<file path="config.mk">
export PLATFORM = sky130hd
export DESIGN_NAME = hub_downstream_port_control
export DESIGN_NICKNAME = d
export VERILOG_FILES = /design/src/common/hub_port_pkg.sv /design/src/hdl/hub_downstream_port_control.sv /design/src/hdl/port_line.sv /design/src/hdl/sync_pair.sv
export VERILOG_INCLUDE_DIRS = /design/src /design/src/common
export SDC_FILE = /design/constraint.sdc
export NUM_CORES = 1
export LEC_CHECK = 0
export BUFFER_PORTS_ARGS = -buffer_cell sky130_fd_sc_hd__buf_4
export CAP_MARGIN = 10
export CORE_ASPECT_RATIO = 0.6
export CORE_MARGIN = 8
export CORE_UTILIZATION = 50
export DETAILED_ROUTE_END_ITERATION = 8
export PLACE_DENSITY = 0.89
export SYNTH_ARGS = -nofsm -noshare
export SYNTH_HDL_FRONTEND = slang
export SYNTH_SLANG_ARGS = --single-unit
export TNS_END_PERCENT = 1
</file>
<file path="constraint.sdc">
create_clock -name ref_clk -period 4.88 [get_ports ref_clk]
set_clock_uncertainty 0.2 [all_clocks]
set_input_delay 0.732 -clock ref_clk [delete_from_list [all_inputs] [get_ports ref_clk]]
set_output_delay 0.732 -clock ref_clk [all_outputs]
set_load 0.03 [all_outputs]
</file>
<file path="src/common/hub_port_params.svh">
// Register indices, field layouts, codes and timing figures for the downstream port block
`ifndef HUB_PORT_PARAMS_SVH
`define HUB_PORT_PARAMS_SVH

// Register indices; byte address is four times the index
`define HP_IDX_ENABLE    8'h49
`define HP_IDX_SPEED     8'h4a
`define HP_IDX_DRIVE     8'h4b
`define HP_IDX_SE0       8'h4f
`define HP_IDX_LEVEL     8'h50
`define HP_IDX_PULL      8'h51

// Index field of the byte address
`define HP_ADDR_LSB      2
`define HP_ADDR_MSB      9

// Register widths and reset values
`define HP_REG_W         8
`define HP_PORT_FIELD_W  4
`define HP_RESET_BYTE    8'h00
`define HP_RESET_PORTS   4'h0

// AXI4-Lite response codes
`define HP_RESP_OKAY     2'b00
`define HP_RESP_SLVERR   2'b10

// Clock figures
`define HP_CLK_NS        40

`endif

</file>
<file path="src/common/hub_port_pkg.sv">
// Shared types for the downstream port block
package hub_port_pkg;

   // Two-bit per-port line forcing code
   typedef enum logic [1:0] {
      DRIVE_NORMAL = 2'b00,   // Repeater traffic only
      DRIVE_DIFF1  = 2'b01,   // D+ high, D- low
      DRIVE_DIFF0  = 2'b10,   // D+ low, D- high
      DRIVE_SE0    = 2'b11    // Both lines low
   } drive_code_t;

   // Write channel progress, one-hot
   typedef enum logic [2:0] {
      WR_IDLE = 3'b001,       // Collecting address and data
      WR_RESP = 3'b010,       // Response offered
      WR_HOLD = 3'b100        // Spare code, never entered
   } wr_state_t;

endpackage : hub_port_pkg

</file>
<file path="src/hdl/hub_downstream_port_control.sv">
// Downstream port enable, line forcing and line status with an AXI4-Lite register slave
`include "hub_port_params.svh"

// How it works
// - Enable bit opens port both ways
// - Enabled unsuspended port repeats both directions
// - No full-speed traffic to low-speed ports
// - Enable waits for packet end, else immediate
// - Suspended hub interrupts on any connect change
// - Enable register clears on both resets
// - Non-idle port at EOF2 loses enable
// - Open upstream link at EOF2 disables
// - Two-bit drive field per port, four codes
// - Drive register resets to normal traffic
// - Drive forcing uses speed-matched edge control
// - Pull-down bit per pin forces low
// - Pull-downs unshaped, hold through suspend
// - SE0 flags report per-port SE0
// - Level bit shows D+ above D-
// - Level bit holds through SE0
// - SE0 and level clear on resets
// - Speed bit marks low-speed, picks edges
module hub_downstream_port_control #(
   parameter int   PORTS                = `HP_PORT_FIELD_W,
   parameter int   ADDR_W               = 12,
   parameter logic DRIVE_CLEAR_ON_BUS_RST = 1'b0
) (
   input  wire logic              ref_clk,
   input  wire logic              rst_b,
   input  wire logic              clk_en,
   // AXI4-Lite write address
   input  wire logic [ADDR_W-1:0] s_axi_awaddr,
   input  wire logic              s_axi_awvalid,
   output logic                   s_axi_awready,
   // AXI4-Lite write data
   input  wire logic [31:0]       s_axi_wdata,
   input  wire logic [3:0]        s_axi_wstrb,
   input  wire logic              s_axi_wvalid,
   output logic                   s_axi_wready,
   // AXI4-Lite write response
   output logic [1:0]             s_axi_bresp,
   output logic                   s_axi_bvalid,
   input  wire logic              s_axi_bready,
   // AXI4-Lite read address
   input  wire logic [ADDR_W-1:0] s_axi_araddr,
   input  wire logic              s_axi_arvalid,
   output logic                   s_axi_arready,
   // AXI4-Lite read data
   output logic [31:0]            s_axi_rdata,
   output logic [1:0]             s_axi_rresp,
   output logic                   s_axi_rvalid,
   input  wire logic              s_axi_rready,
   // Hub state from the repeater and controller
   input  wire logic              usb_bus_reset,
   input  wire logic              hub_suspended,
   input  wire logic              hub_int_enable,
   input  wire logic [PORTS-1:0]  connect_change,
   input  wire logic [PORTS-1:0]  port_suspended,
   input  wire logic              packet_active,
   input  wire logic              packet_full_speed,
   input  wire logic              eof2_strobe,
   input  wire logic [PORTS-1:0]  up_link_open,
   input  wire logic              tx_dp,
   input  wire logic              tx_dm,
   // Downstream pins
   input  wire logic [PORTS-1:0]  dp_in,
   input  wire logic [PORTS-1:0]  dm_in,
   output logic      [PORTS-1:0]  dp_out,
   output logic      [PORTS-1:0]  dp_oe,
   output logic      [PORTS-1:0]  dm_out,
   output logic      [PORTS-1:0]  dm_oe,
   output logic      [PORTS-1:0]  slow_edge,
   output logic      [PORTS-1:0]  edge_shaped,
   // Repeater steering and hub interrupt request
   output logic      [PORTS-1:0]  down_forward,
   output logic      [PORTS-1:0]  up_forward,
   output logic                   hub_int_req
);

   // Register contents
   logic [PORTS-1:0]     downstream_port_enable;     // Live port enables
   logic [PORTS-1:0]     enable_pending;             // Enables waiting for packet end
   logic [PORTS-1:0]     port_speed;                 // One marks a low-speed device
   logic [2*PORTS-1:0]   downstream_drive_control;   // Two bits per port
   logic [2*PORTS-1:0]   downstream_pin_pull_down;   // D- even, D+ odd
   logic [PORTS-1:0]     downstream_se0_flags;       // From line modules
   logic [PORTS-1:0]     downstream_line_level;      // From line modules
   logic [PORTS-1:0]     line_idle;                  // J state per port

   // Synchronised pins
   logic [PORTS-1:0]     dp_sync;
   logic [PORTS-1:0]     dm_sync;

   // Bus slave state
   hub_port_pkg::wr_state_t wr_state;
   logic                 aw_held;                    // Address captured
   logic                 w_held;                     // Data captured
   logic [7:0]           aw_index;                   // Captured register index
   logic [31:0]          w_data;                     // Captured write data
   logic                 w_lane0;                    // Low byte strobe captured
   logic                 wr_fire;                    // Both halves in hand
   logic                 wr_mapped;                  // Captured index decodes
   logic [7:0]           rd_index;                   // Index of current read
   logic [`HP_REG_W-1:0] rd_byte;                    // Decoded read value
   logic                 rd_mapped;                  // Read index decodes

   // Write strobes per register
   logic                 wr_enable_reg;
   logic                 wr_speed_reg;
   logic                 wr_drive_reg;
   logic                 wr_pull_reg;
   logic [PORTS-1:0]     wr_ports;                   // Low field of write data
   logic [2*PORTS-1:0]   wr_pairs;                   // Full byte of write data

   // Babble detection at EOF2
   logic [PORTS-1:0]     babble;

   // Pins arrive from outside the clock domain
   sync_pair #(
      .WIDTH    (2*PORTS)
   ) u_pin_sync (
      .ref_clk  (ref_clk),
      .rst_b    (rst_b),
      .clk_en   (clk_en),
      .async_in ({dp_in, dm_in}),
      .sync_out ({dp_sync, dm_sync})
   );

   // Repeater steering; a port under forcing is kept disabled by firmware
   always_comb begin
      for (int i = 0; i < PORTS; i++) begin
         // Upstream traffic flows down unless full speed meets a slow port
         down_forward[i] = downstream_port_enable[i] & ~port_suspended[i]
                         & packet_active
                         & ~(packet_full_speed & port_speed[i]);
         // Downstream traffic flows up from enabled ports; babble drops the enable
         up_forward[i]   = downstream_port_enable[i] & ~port_suspended[i];
      end
   end

   // Babble: non-idle line or still-open upstream link at EOF2
   always_comb begin
      for (int i = 0; i < PORTS; i++) begin
         babble[i] = eof2_strobe & downstream_port_enable[i]
                   & (~line_idle[i] | up_link_open[i]);
      end
   end

   // One line module per port
   for (genvar p = 0; p < PORTS; p++) begin : g_port
      port_line u_line (
         .ref_clk   (ref_clk),
         .rst_b     (rst_b),
         .clk_en    (clk_en),
         .bus_reset (usb_bus_reset),
         .dp_sync   (dp_sync[p]),
         .dm_sync   (dm_sync[p]),
         .drive     (hub_port_pkg::drive_code_t'(downstream_drive_control[2*p +: 2])),
         .pull_dp   (downstream_pin_pull_down[2*p+1]),
         .pull_dm   (downstream_pin_pull_down[2*p]),
         .forward   (down_forward[p]),
         .tx_dp     (tx_dp),
         .tx_dm     (tx_dm),
         .low_speed (port_speed[p]),
         .dp_out    (dp_out[p]),
         .dp_oe     (dp_oe[p]),
         .dm_out    (dm_out[p]),
         .dm_oe     (dm_oe[p]),
         .slow_edge (slow_edge[p]),
         .shaped    (edge_shaped[p]),
         .se0       (downstream_se0_flags[p]),
         .diff      (downstream_line_level[p]),
         .idle      (line_idle[p])
      );
   end

   // Write decode from the captured halves
   assign wr_fire       = aw_held & w_held & (wr_state == hub_port_pkg::WR_IDLE);
   assign wr_ports      = w_data[PORTS-1:0];
   assign wr_pairs      = w_data[2*PORTS-1:0];
   assign wr_enable_reg = wr_fire & w_lane0 & (aw_index == `HP_IDX_ENABLE);
   assign wr_speed_reg  = wr_fire & w_lane0 & (aw_index == `HP_IDX_SPEED);
   assign wr_drive_reg  = wr_fire & w_lane0 & (aw_index == `HP_IDX_DRIVE);
   assign wr_pull_reg   = wr_fire & w_lane0 & (aw_index == `HP_IDX_PULL);
   assign wr_mapped     = (aw_index == `HP_IDX_ENABLE) | (aw_index == `HP_IDX_SPEED)
                        | (aw_index == `HP_IDX_DRIVE)  | (aw_index == `HP_IDX_PULL)
                        | (aw_index == `HP_IDX_SE0)    | (aw_index == `HP_IDX_LEVEL);

   // Address and data may arrive in either order; each is held until the response
   assign s_axi_awready = ~aw_held & (wr_state == hub_port_pkg::WR_IDLE);
   assign s_axi_wready  = ~w_held & (wr_state == hub_port_pkg::WR_IDLE);

   // Capture write address
   always_ff @(posedge ref_clk or negedge rst_b) begin
      if (!rst_b) begin
         aw_held  <= 1'b0;
         aw_index <= 8'h00;
      end else if (clk_en) begin
         if (s_axi_awvalid && s_axi_awready) begin
            aw_held  <= 1'b1;
            aw_index <= s_axi_awaddr[`HP_ADDR_MSB:`HP_ADDR_LSB];
         end else if (wr_fire) begin
            aw_held  <= 1'b0;
         end
      end
   end

   // Capture write data; only lane 0 carries register bits
   always_ff @(posedge ref_clk or negedge rst_b) begin
      if (!rst_b) begin
         w_held  <= 1'b0;
         w_data  <= 32'h0000_0000;
         w_lane0 <= 1'b0;
      end else if (clk_en) begin
         if (s_axi_wvalid && s_axi_wready) begin
            w_held  <= 1'b1;
            w_data  <= s_axi_wdata;
            w_lane0 <= s_axi_wstrb[0];
         end else if (wr_fire) begin
            w_held  <= 1'b0;
         end
      end
   end

   // Write response; unmapped index answers SLVERR
   always_ff @(posedge ref_clk or negedge rst_b) begin
      if (!rst_b) begin
         wr_state     <= hub_port_pkg::WR_IDLE;
         s_axi_bvalid <= 1'b0;
         s_axi_bresp  <= `HP_RESP_OKAY;
      end else if (clk_en) begin
         unique case (wr_state)
            hub_port_pkg::WR_IDLE: begin
               if (wr_fire) begin
                  wr_state     <= hub_port_pkg::WR_RESP;
                  s_axi_bvalid <= 1'b1;
                  s_axi_bresp  <= wr_mapped ? `HP_RESP_OKAY : `HP_RESP_SLVERR;
               end
            end
            hub_port_pkg::WR_RESP: begin
               if (s_axi_bready) begin
                  wr_state     <= hub_port_pkg::WR_IDLE;
                  s_axi_bvalid <= 1'b0;
               end
            end
            default: begin
               // Illegal code: back to idle
               wr_state     <= hub_port_pkg::WR_IDLE;
               s_axi_bvalid <= 1'b0;
            end
         endcase
      end
   end

   // Port enables; clears act at once, sets wait for the bus to go quiet
   always_ff @(posedge ref_clk or negedge rst_b) begin
      if (!rst_b) begin
         downstream_port_enable <= `HP_RESET_PORTS;
         enable_pending         <= `HP_RESET_PORTS;
      end else if (clk_en) begin
         if (usb_bus_reset) begin
            downstream_port_enable <= `HP_RESET_PORTS;
            enable_pending         <= `HP_RESET_PORTS;
         end else if (wr_enable_reg) begin
            if (packet_active) begin
               // Mid-packet: keep kept bits, park new ones
               downstream_port_enable <= downstream_port_enable & wr_ports & ~babble;
               enable_pending         <= wr_ports & ~downstream_port_enable & ~babble;
            end else begin
               downstream_port_enable <= wr_ports & ~babble;
               enable_pending         <= `HP_RESET_PORTS;
            end
         end else begin
            // Parked enables apply once the packet ends; babble masks only ports already enabled
            if (!packet_active) begin
               downstream_port_enable <= (downstream_port_enable | enable_pending) & ~babble;
               enable_pending         <= `HP_RESET_PORTS;
            end else begin
               downstream_port_enable <= downstream_port_enable & ~babble;
               enable_pending         <= enable_pending & ~babble;
            end
         end
      end
   end

   // Port speed, set by firmware on port reset
   always_ff @(posedge ref_clk or negedge rst_b) begin
      if (!rst_b) begin
         port_speed <= `HP_RESET_PORTS;
      end else if (clk_en) begin
         if (usb_bus_reset) begin
            port_speed <= `HP_RESET_PORTS;
         end else if (wr_speed_reg) begin
            port_speed <= wr_ports;
         end
      end
   end

   // Drive control; bus-reset clearing is a build option since the two readings differ
   always_ff @(posedge ref_clk or negedge rst_b) begin
      if (!rst_b) begin
         downstream_drive_control <= `HP_RESET_BYTE;
      end else if (clk_en) begin
         if (usb_bus_reset && DRIVE_CLEAR_ON_BUS_RST) begin
            downstream_drive_control <= `HP_RESET_BYTE;
         end else if (wr_drive_reg) begin
            downstream_drive_control <= wr_pairs;
         end
      end
   end

   // Pin pull-downs survive bus reset and suspend alike
   always_ff @(posedge ref_clk or negedge rst_b) begin
      if (!rst_b) begin
         downstream_pin_pull_down <= `HP_RESET_BYTE;
      end else if (clk_en) begin
         if (wr_pull_reg) begin
            downstream_pin_pull_down <= wr_pairs;
         end
      end
   end

   // Hub interrupt request while suspended, port enable ignored
   always_ff @(posedge ref_clk or negedge rst_b) begin
      if (!rst_b) begin
         hub_int_req <= 1'b0;
      end else if (clk_en) begin
         hub_int_req <= hub_suspended & hub_int_enable & (|connect_change);
      end
   end

   // Read decode; upper nibble of the one-bit-per-port registers reads zero
   always_comb begin
      rd_byte   = `HP_RESET_BYTE;
      rd_mapped = 1'b1;
      rd_index  = s_axi_araddr[`HP_ADDR_MSB:`HP_ADDR_LSB];
      unique case (rd_index)
         `HP_IDX_ENABLE: rd_byte = {4'h0, downstream_port_enable};
         `HP_IDX_SPEED:  rd_byte = {4'h0, port_speed};
         `HP_IDX_DRIVE:  rd_byte = downstream_drive_control;
         `HP_IDX_SE0:    rd_byte = {4'h0, downstream_se0_flags};
         `HP_IDX_LEVEL:  rd_byte = {4'h0, downstream_line_level};
         `HP_IDX_PULL:   rd_byte = downstream_pin_pull_down;
         default:        rd_mapped = 1'b0;
      endcase
   end

   // Read channel: one read at a time, answered the cycle after acceptance
   assign s_axi_arready = ~s_axi_rvalid;

   // Read data register
   always_ff @(posedge ref_clk or negedge rst_b) begin
      if (!rst_b) begin
         s_axi_rvalid <= 1'b0;
         s_axi_rdata  <= 32'h0000_0000;
         s_axi_rresp  <= `HP_RESP_OKAY;
      end else if (clk_en) begin
         if (s_axi_arvalid && s_axi_arready) begin
            s_axi_rvalid <= 1'b1;
            s_axi_rdata  <= {24'h00_0000, rd_byte};
            s_axi_rresp  <= rd_mapped ? `HP_RESP_OKAY : `HP_RESP_SLVERR;
         end else if (s_axi_rready) begin
            s_axi_rvalid <= 1'b0;
         end
      end
   end

endmodule : hub_downstream_port_control

</file>
<file path="src/hdl/port_line.sv">
// Per-port line logic: pin drive mux, SE0 flag and held differential level
module port_line (
   input  wire logic                     ref_clk,
   input  wire logic                     rst_b,
   input  wire logic                     clk_en,
   input  wire logic                     bus_reset,
   input  wire logic                     dp_sync,
   input  wire logic                     dm_sync,
   input  wire hub_port_pkg::drive_code_t drive,
   input  wire logic                     pull_dp,
   input  wire logic                     pull_dm,
   input  wire logic                     forward,
   input  wire logic                     tx_dp,
   input  wire logic                     tx_dm,
   input  wire logic                     low_speed,
   output logic                          dp_out,
   output logic                          dp_oe,
   output logic                          dm_out,
   output logic                          dm_oe,
   output logic                          slow_edge,
   output logic                          shaped,
   output logic                          se0,
   output logic                          diff,
   output logic                          idle
);

   logic forced;   // Drive field asks for a line state

   assign forced = (drive != hub_port_pkg::DRIVE_NORMAL);

   // Idle is J: D+ high for full speed, D- high for low speed
   assign idle = low_speed ? (dm_sync & ~dp_sync) : (dp_sync & ~dm_sync);

   // Line status; SE0 holds the last differential level
   always_ff @(posedge ref_clk or negedge rst_b) begin
      if (!rst_b) begin
         se0  <= 1'b0;
         diff <= 1'b0;
      end else if (clk_en) begin
         if (bus_reset) begin
            se0  <= 1'b0;
            diff <= 1'b0;
         end else begin
            se0 <= ~dp_sync & ~dm_sync;
            if (dp_sync != dm_sync) begin
               diff <= dp_sync;
            end   // Otherwise hold across SE0
         end
      end
   end

   // Pin drive: pull-down first, then forcing, then repeated traffic
   always_ff @(posedge ref_clk or negedge rst_b) begin
      if (!rst_b) begin
         dp_out    <= 1'b0;
         dm_out    <= 1'b0;
         dp_oe     <= 1'b0;
         dm_oe     <= 1'b0;
         slow_edge <= 1'b0;
         shaped    <= 1'b0;
      end else if (clk_en) begin
         dp_oe  <= pull_dp | forced | forward;
         dm_oe  <= pull_dm | forced | forward;
         dp_out <= pull_dp ? 1'b0 : (forced ? (drive == hub_port_pkg::DRIVE_DIFF1) : tx_dp);
         dm_out <= pull_dm ? 1'b0 : (forced ? (drive == hub_port_pkg::DRIVE_DIFF0) : tx_dm);
         // Raw pull-downs bypass edge shaping
         shaped    <= ~(pull_dp | pull_dm) & (forced | forward);
         slow_edge <= low_speed;
      end
   end

endmodule : port_line

</file>
<file path="src/hdl/sync_pair.sv">
// Two-stage synchroniser for a bus of pin levels
module sync_pair #(
   parameter int WIDTH = 4
) (
   input  wire logic             ref_clk,
   input  wire logic             rst_b,
   input  wire logic             clk_en,
   input  wire logic [WIDTH-1:0] async_in,
   output logic      [WIDTH-1:0] sync_out
);

   logic [WIDTH-1:0] stage_a;   // Metastable stage, read only by stage two

   // Two flops, nothing looks at the first
   always_ff @(posedge ref_clk or negedge rst_b) begin
      if (!rst_b) begin
         stage_a  <= '0;
         sync_out <= '0;
      end else if (clk_en) begin
         stage_a  <= async_in;
         sync_out <= stage_a;
      end
   end

endmodule : sync_pair

</file>
==> results.sh, run 1 <==
export IMPL_worstPathRequired_ps=4910
export IMPL_fin_area_um2=6660
export IMPL_antenna_found_initial=0
export IMPL_slew_headroom_pct=38.7
export IMPL_portBuffers=108
export IMPL_synth_flop_cell="dfrtp_1"
export IMPL_cp_end_kind="flip-flop"
export IMPL_r2r_start="wr_state[0]$_DFFE_PN1P_"
export IMPL_numCtsBuffers=9
export IMPL_dieArea_um2=15400
export IMPL_hold_viol_final=0
export IMPL_place_area_um2=6380
export IMPL_fin_ws_ps=2170
export IMPL_drt_pass1_iter_count=5
export IMPL_n_fill_cell=955
export IMPL_area_delta_synth_final_pct=15.2
export IMPL_outcome="finished, final reports clean"
export IMPL_gp_congestion=0.926
export IMPL_synthesis_area_um2=5780
export IMPL_slowest_stage="buf_4"
export IMPL_worst_pin_slew_ps=920
export IMPL_rows=30
export IMPL_maxCapViolations=0
export IMPL_drive_above_1_share_pct=31.6
export IMPL_initial_utilization_pct=51.2
export IMPL_cts_sinks=109
export IMPL_first_global_vias=4481
export IMPL_period_share_pct=55.5
export IMPL_crit_top_cell="buf_4"
export IMPL_grt_pass1_wl_um=24300
export IMPL_grt_util_met3_pct=5.58
export IMPL_fin_tns_setup_ps=0
export IMPL_cts_resized_gates=0
export IMPL_switching_share_pct=32.8
export IMPL_drc=0
export IMPL_clkTransAtPathRegs_ps=70
export IMPL_fmax_ghz=0.369
export IMPL_synth_seq_cells=109
export IMPL_fin_total_pwr_mw=2.55
export IMPL_dp_cells=765
export IMPL_die_height_um=99.3
export IMPL_holdCritStartpoint="u_pin_sync.stage_a[1]$_DFFE_PN0P_"
export IMPL_final_common_cell="buf_4"
export IMPL_drt_iter0_markers=319
export IMPL_r2r_end="downstream_pin_pull_down[0]$_DFFE_PN0P_"
export IMPL_p_int_mw=1.71
export IMPL_grt_total_usage_pct=19.9
export IMPL_yosysTopAreaCellShare_pct=46.8
export IMPL_yosysTopAreaCell="dfrtp_1"
export IMPL_total_switching_power_mw=0.836
export IMPL_avgViaCountPerCell=5.61
export IMPL_antenna_cells=0
export IMPL_wl_um=15000
export IMPL_final_cell_mix="buf_4, dfrtp_1, mux2_2, nand2_1, inv_1"
export IMPL_cts_setup_buffers=0
export IMPL_fin_nets=724
export IMPL_setup_violations=0
export IMPL_grt_busiest_layer="met2"
export IMPL_whs_ps=287
export IMPL_cp_max_fo=84
export IMPL_rsz0062_at_grt="no"
export IMPL_rr_worst_depth=4
export IMPL_synthTopCellsByArea="dfrtp_1, mux2_2, buf_4"
export IMPL_period_needed_ps=2710
export IMPL_power_density_nw_per_um2=383
export IMPL_dp_hpwl_um=11400
export IMPL_pwr_share_seq_pct=47.8
export IMPL_ios=170
export IMPL_leakage_nw=3.10
export IMPL_ctsLongestPathBuffers=2
export IMPL_grt_util_met2_pct=31.9
export IMPL_syn_inst=546
export IMPL_synth_avg_cell_area_um2=10.6
export IMPL_r2r_slack_ps=2440
export IMPL_dp_slack_ps=1840
export IMPL_cts_tree="yes"
export IMPL_final_util_pct=58.9
export IMPL_fin_cells=781
export IMPL_die_w_um=155
export IMPL_cts_root_buf="clkbuf_16"
export IMPL_min_path_type="flip-flop to flip-flop"
export IMPL_slew_violations=0
export IMPL_cp_data_arrival_time_ps=2740
export IMPL_postCtsHoldBufs=0
export IMPL_p_comb_share_pct=24.7
export IMPL_drt_antenna_violating_nets=0
export IMPL_whs_endpoint="u_pin_sync.sync_out[1]$_DFFE_PN0P_"
export IMPL_h_tree_depth=3
export IMPL_yosysWarnings=0
export IMPL_grt_overflow=0
export IMPL_slowest_delay_ps=690
export IMPL_synth_edf_count=0
export IMPL_hold_depth=2
export IMPL_criticalPathCategory="input pin to flip-flop"
export IMPL_start_kind="input pin"
export IMPL_clkPwrFrac_pct=27.5
export IMPL_core_um2=11300
export IMPL_crit_chain="buf_4 > buf_4 > nand3_1 > nor2_2 > mux2_2"
export IMPL_vias=4381
export IMPL_grt_max_degree=85
export IMPL_ys_types=52
export IMPL_use_met1_pct=26.3
export IMPL_yosysSeqAreaShare_pct=47.2
export IMPL_clock_latency_ps=350
export IMPL_wl_per_cell_um=19.2
export IMPL_ys_async_sr_fraction_pct=100
export IMPL_ir_worst_vdd_mv=0.284
## power groups by stage
stage	sequential [mW]	combinational [mW]	clock [mW]
after detailed placement	1.23	0.629	0
after floorplan	1.19	0.469	0
final	1.22	0.629	0.701
after global routing	1.24	0.685	0.741
after CTS	1.21	0.631	0.708
after global placement	1.21	0.604	0
## registers in the layout, summed over array words and instances (netlist names), 4 cells and up
name	count
g_port.u_line.dm_oe	4
downstream_drive_control	8
u_pin_sync.stage_a	8
w_data	8
downstream_port_enable	4
g_port.u_line.se0	4
s_axi_rdata	8
g_port.u_line.slow_edge	4
enable_pending	4
g_port.u_line.shaped	4
downstream_pin_pull_down	8
port_speed	4
g_port.u_line.dp_out	4
g_port.u_line.dm_out	4
g_port.u_line.dp_oe	4
u_pin_sync.sync_out	8
g_port.u_line.diff	4
aw_index	8
## Yosys cell counts (2+ instances only)
library cell	n
o311a_1	4
a21oi_1	16
o211ai_1	4
mux2i_1	4
mux2_2	49
and3_1	6
nor3_1	14
nand3_1	9
a21o_1	5
nand4_1	4
nand2b_1	5
o22ai_1	6
maj3_1	2
nand2_1	38
o21ai_0	24
a311o_1	2
and4_1	3
nor3b_1	8
buf_4	54
nor2b_1	10
a22o_1	4
o21a_1	4
a31oi_1	9
a221o_1	4
ha_1	12
buf_6	4
o221a_2	4
inv_1	35
o221ai_1	8
mux2_4	8
nand3b_1	10
buf_2	4
nor2_1	30
nor2_2	3
clkbuf_1	13
a22oi_1	4
dfrtp_1	108
## per-layer routing
layer	share of wire [%]	vias to the layer above
met3	8.6	21
met1	44	2183
met2	46	189
li1	-	1988
met4	1.3	0
met5	0	-
## logic make-up (layout without fill, tap and decap cells)
family / Yosys count / count (layout) / share of synthesized area [%]
other cells: 1 / 26 / 0.0649
flops: 109 / 109 / 47.2
fa+ha+maj: 14 / 14 / 2.94
buf+inv: 111 / 161 / 11.3
mux: 61 / 61 / 12.3
compound gates: 101 / 101 / 12.1
simple gates: 149 / 149 / 14.1
## worst max-delay path, delay by kind of cell
kind / cells / cell delay, ps
multiplexers: 1 / 410
buffers and inverters: 2 / 960
AND/OR/NAND/NOR: 2 / 590
## worst max path at each step
| stage | startpoint | end | cells past startpoint |
|---|---|---|---|
| CTS | clk_en | downstream_drive_control[2]$_DFFE_PN0P_ | 5 |
| finish | clk_en | downstream_drive_control[2]$_DFFE_PN0P_ | 5 |
| floorplan | port_suspended[0] | down_forward[0] | 3 |
| detailed placement | clk_en | downstream_drive_control[3]$_DFFE_PN0P_ | 5 |
| global placement | clk_en | downstream_drive_control[5]$_DFFE_PN0P_ | 5 |
| global route | clk_en | downstream_drive_control[2]$_DFFE_PN0P_ | 5 |
## layout make-up
type,instances,area [µm²],area share (%)
clock buffers,12,256,3.85
clock inverters,4,22.5,0.338
inverters,35,131,1.97
multi-input cells,351,2490,37.4
flip-flops and latches,109,2730,41.0
well taps,160,200,3.01
repair buffers,110,826,12.4
Power figures use the tool's default switching activity.
==> inputs of run 2 (changes only) <==
--- a/config.mk
+++ b/config.mk
@@ -6,13 +6,14 @@
 export SDC_FILE = /design/constraint.sdc
 export NUM_CORES = 1
 export LEC_CHECK = 0
+export ABC_AREA = 1
 export BUFFER_PORTS_ARGS = -buffer_cell sky130_fd_sc_hd__buf_4
 export CAP_MARGIN = 10
 export CORE_ASPECT_RATIO = 0.6
 export CORE_MARGIN = 8
-export CORE_UTILIZATION = 50
+export CORE_UTILIZATION = 47
 export DETAILED_ROUTE_END_ITERATION = 8
-export PLACE_DENSITY = 0.89
+export PLACE_DENSITY = 0.87
 export SYNTH_ARGS = -nofsm -noshare
 export SYNTH_HDL_FRONTEND = slang
 export SYNTH_SLANG_ARGS = --single-unit
==> constraint.sdc (replaced) <==
create_clock -name ref_clk -period 2.3 [get_ports ref_clk]
set_clock_uncertainty 0.2 [all_clocks]
set_input_delay 0.345 -clock ref_clk [delete_from_list [all_inputs] [get_ports ref_clk]]
set_output_delay 0.345 -clock ref_clk [all_outputs]
set_load 0.03 [all_outputs]
==> run 2 against run 1 <==
Effect of this change:
- the flow now finishes with violations (negative hold slack)
- critical path depth did not move
- via count rose by 14%
- synthesized area rose by 2.4%
- wire length rose by 0.55%
- clock power rose by 140%
- synthesized cell count rose by 32%
- combinational power rose to 2.9 times the previous value
- sequential cell count did not move
- critical endpoint is now down_forward[2]
==> results.sh, run 2 <==
export IMPL_outcome="complete, but fails checks"
export IMPL_violations="negative hold slack"
export IMPL_synth_xor_area_share_pct=0
export IMPL_fin_nets=912
export IMPL_synth_seq_cells=109
export IMPL_first_global_vias=4745
export IMPL_hold_depth=3
export IMPL_start_kind="flip-flop"
export IMPL_cp_data_arrival_time_ps=1680
export IMPL_drt_pass1_iter_count=5
export IMPL_cts_sinks=109
export IMPL_synth_top_family_by_area="simple AND/OR/NAND/NOR gates"
export IMPL_hold_viol_final=1
export IMPL_synth_avg_cell_area_um2=8.20
export IMPL_wl_per_cell_um=15.5
export IMPL_worst_pin_slew_ps=891
export IMPL_drt_iter0_markers=491
export IMPL_gp_congestion=0.885
export IMPL_numCtsBuffers=9
export IMPL_cp_top_family="simple AND/OR/NAND/NOR gates"
export IMPL_slowest_delay_ps=400
export IMPL_period_share_pct=96.9
export IMPL_drt_antenna_violating_nets=0
export IMPL_fin_ws_ps=70.2
export IMPL_synth_common_cells="nand2_1, dfrtp_1, inv_1, buf_4, nor2_1"
export IMPL_crit_chain="inv_1 > nor2_1 > nand3_2 > inv_1 > buf_4"
export IMPL_final_common_cell="nand2_1"
export IMPL_dp_cells=952
export IMPL_avgViaCountPerCell=5.12
export IMPL_clkTransAtPathRegs_ps=70
export IMPL_yosysSeqAreaShare_pct=46.1
export IMPL_worstPathRequired_ps=1750
export IMPL_grt_max_degree=57
export IMPL_dp_slack_ps=390
export IMPL_ys_async_sr_fraction_pct=100
export IMPL_min_path_type="input pin to flip-flop"
export IMPL_yosysTopAreaCell="dfrtp_1"
export IMPL_wl_um=15100
export IMPL_drive_above_1_share_pct=22.5
export IMPL_rr_worst_depth=7
export IMPL_h_tree_depth=3
export IMPL_ys_types=40
export IMPL_portBuffers=108
export IMPL_whs_ps=-1.41
export IMPL_syn_inst=722
export IMPL_antenna_cells=0
export IMPL_worst_path_buf_inv=3
export IMPL_cts_tree="yes"
export IMPL_synth_simple_area_share_pct=26.4
export IMPL_r2r_start="wr_state[0]$_DFFE_PN1P_"
export IMPL_rsz0062_at_grt="no"
export IMPL_synth_flop_cell="dfrtp_1"
export IMPL_yosysTopAreaCellShare_pct=45.7
export IMPL_cts_root_buf="clkbuf_16"
export IMPL_crit_top_cell="inv_1"
export IMPL_slowest_stage="dfrtp_1"
export IMPL_clock_latency_ps=350
export IMPL_r2r_slack_ps=540
export IMPL_rows=31
export IMPL_fmax_ghz=0.448
export IMPL_whs_endpoint="u_pin_sync.stage_a[0]$_DFFE_PN0P_"
export IMPL_slew_violations=0
export IMPL_criticalPathCategory="flip-flop to output port"
export IMPL_cts_setup_buffers=0
export IMPL_core_um2=12200
export IMPL_grt_total_usage_pct=18.6
export IMPL_cp_end_kind="output port"
export IMPL_slew_headroom_pct=40.4
export IMPL_ctsLongestPathBuffers=2
export IMPL_grt_overflow=0
export IMPL_power_density_nw_per_um2=875
export IMPL_fin_area_um2=6970
export IMPL_fin_cells=974
export IMPL_leakage_nw=3.75
export IMPL_synthMuxAreaShare_pct=0.571
export IMPL_die_height_um=103
export IMPL_drc=0
export IMPL_grt_pass1_wl_um=24500
export IMPL_initial_utilization_pct=48.6
export IMPL_place_area_um2=6590
export IMPL_synthTopCellsByArea="dfrtp_1, nand2_1, buf_4"
export IMPL_fin_tns_setup_ps=0
export IMPL_synth_compound_area_share_pct=10.7
export IMPL_antenna_found_initial=0
export IMPL_dp_hpwl_um=11700
export IMPL_area_delta_synth_final_pct=17.8
export IMPL_synth_edf_count=0
export IMPL_cp_max_fo=3
export IMPL_vias=4985
export IMPL_ios=170
export IMPL_ir_worst_vdd_mv=0.867
export IMPL_r2r_end="downstream_drive_control[1]$_DFFE_PN0P_"
export IMPL_synth_most_common_cell="nand2_1"
export IMPL_fin_total_pwr_mw=6.10
export IMPL_synth_fa_ha_area_share_pct=2.54
export IMPL_synthesis_area_um2=5920
export IMPL_setup_violations=0
export IMPL_dieArea_um2=16600
export IMPL_die_w_um=161
export IMPL_maxCapViolations=0
export IMPL_yosysWarnings=0
export IMPL_final_cell_mix="nand2_1, buf_4, dfrtp_1, inv_1, nor2_1"
export IMPL_holdCritStartpoint="dm_in[0]"
export IMPL_final_util_pct=57.3
export IMPL_period_needed_ps=2230
-- run 2: what timing repair did --
action                                  CTS  global route
gates resized for setup                   0             1
hold buffers                              6             0
endpoints found under the hold margin    39             0
endpoints found under the setup margin    0             1
-- run 2: how the worst max path moves through the flow --
stage,slack (ps),start,cells after the start,end
after detailed placement,390,clk_en,4,g_port[3].u_line.diff$_DFFE_PN0P_
final,70,downstream_port_enable[2]$_DFFE_PN0P_,5,down_forward[2]
after CTS,130,downstream_port_enable[2]$_DFFE_PN0P_,5,down_forward[2]
after global routing,2,downstream_port_enable[3]$_DFFE_PN0P_,5,down_forward[3]
after floorplan,270,s_axi_bvalid$_DFFE_PN0P_,5,aw_index[4]$_DFFE_PN0P_
after global placement,410,clk_en,4,g_port[0].u_line.diff$_DFFE_PN0P_
-- run 2: cell type report --
| cell class | instances | area [µm²] |
|---|---|---|
| clock inverter | 2 | 38.8 |
| clock buffer | 14 | 284 |
| multi-input combinational | 494 | 2480 |
| fill | 1124 | 5210 |
| inverter | 70 | 279 |
| tap | 165 | 206 |
| sequential | 109 | 2730 |
| timing repair buffer | 120 | 953 |
-- run 2: logic make-up (layout without fill, tap and decap cells) --
logic type | count (synthesis) | count (layout)
simple gates | 355 | 355
buf+inv | 144 | 206
flops | 109 | 109
compound gates | 98 | 98
fa+ha+maj | 12 | 12
mux | 3 | 3
other cells | 1 | 26
-- run 2: worst reg2reg max path, stage by stage (launching register included) --
cell and delay, ps:
dfstp_2 570, nand2_4 80, nor2_4 120, nand2_4 90, nor2_8 120, nand3_4 230
nand2_1 170, o21ai_2 70
-- run 2: layer usage --
| layer | part of all wire [%] | GRT usage, % |
|---|---|---|
| met4 | 0.76 | 3.82 |
| met2 | 42 | 27.0 |
| met1 | 46 | 25.9 |
| met3 | 11 | 7.02 |
| met5 | 0 | 0 |
-- run 2: power breakdown --
| part | leakage, nW | internal (mW) | switching (mW) |
|---|---|---|---|
| clock | 0.159 | 0.966 | 0.685 |
| sequential | 1.40 | 2.31 | 0.319 |
| combinational | 2.19 | 0.632 | 1.19 |
| total | 3.75 | 3.91 | 2.20 |
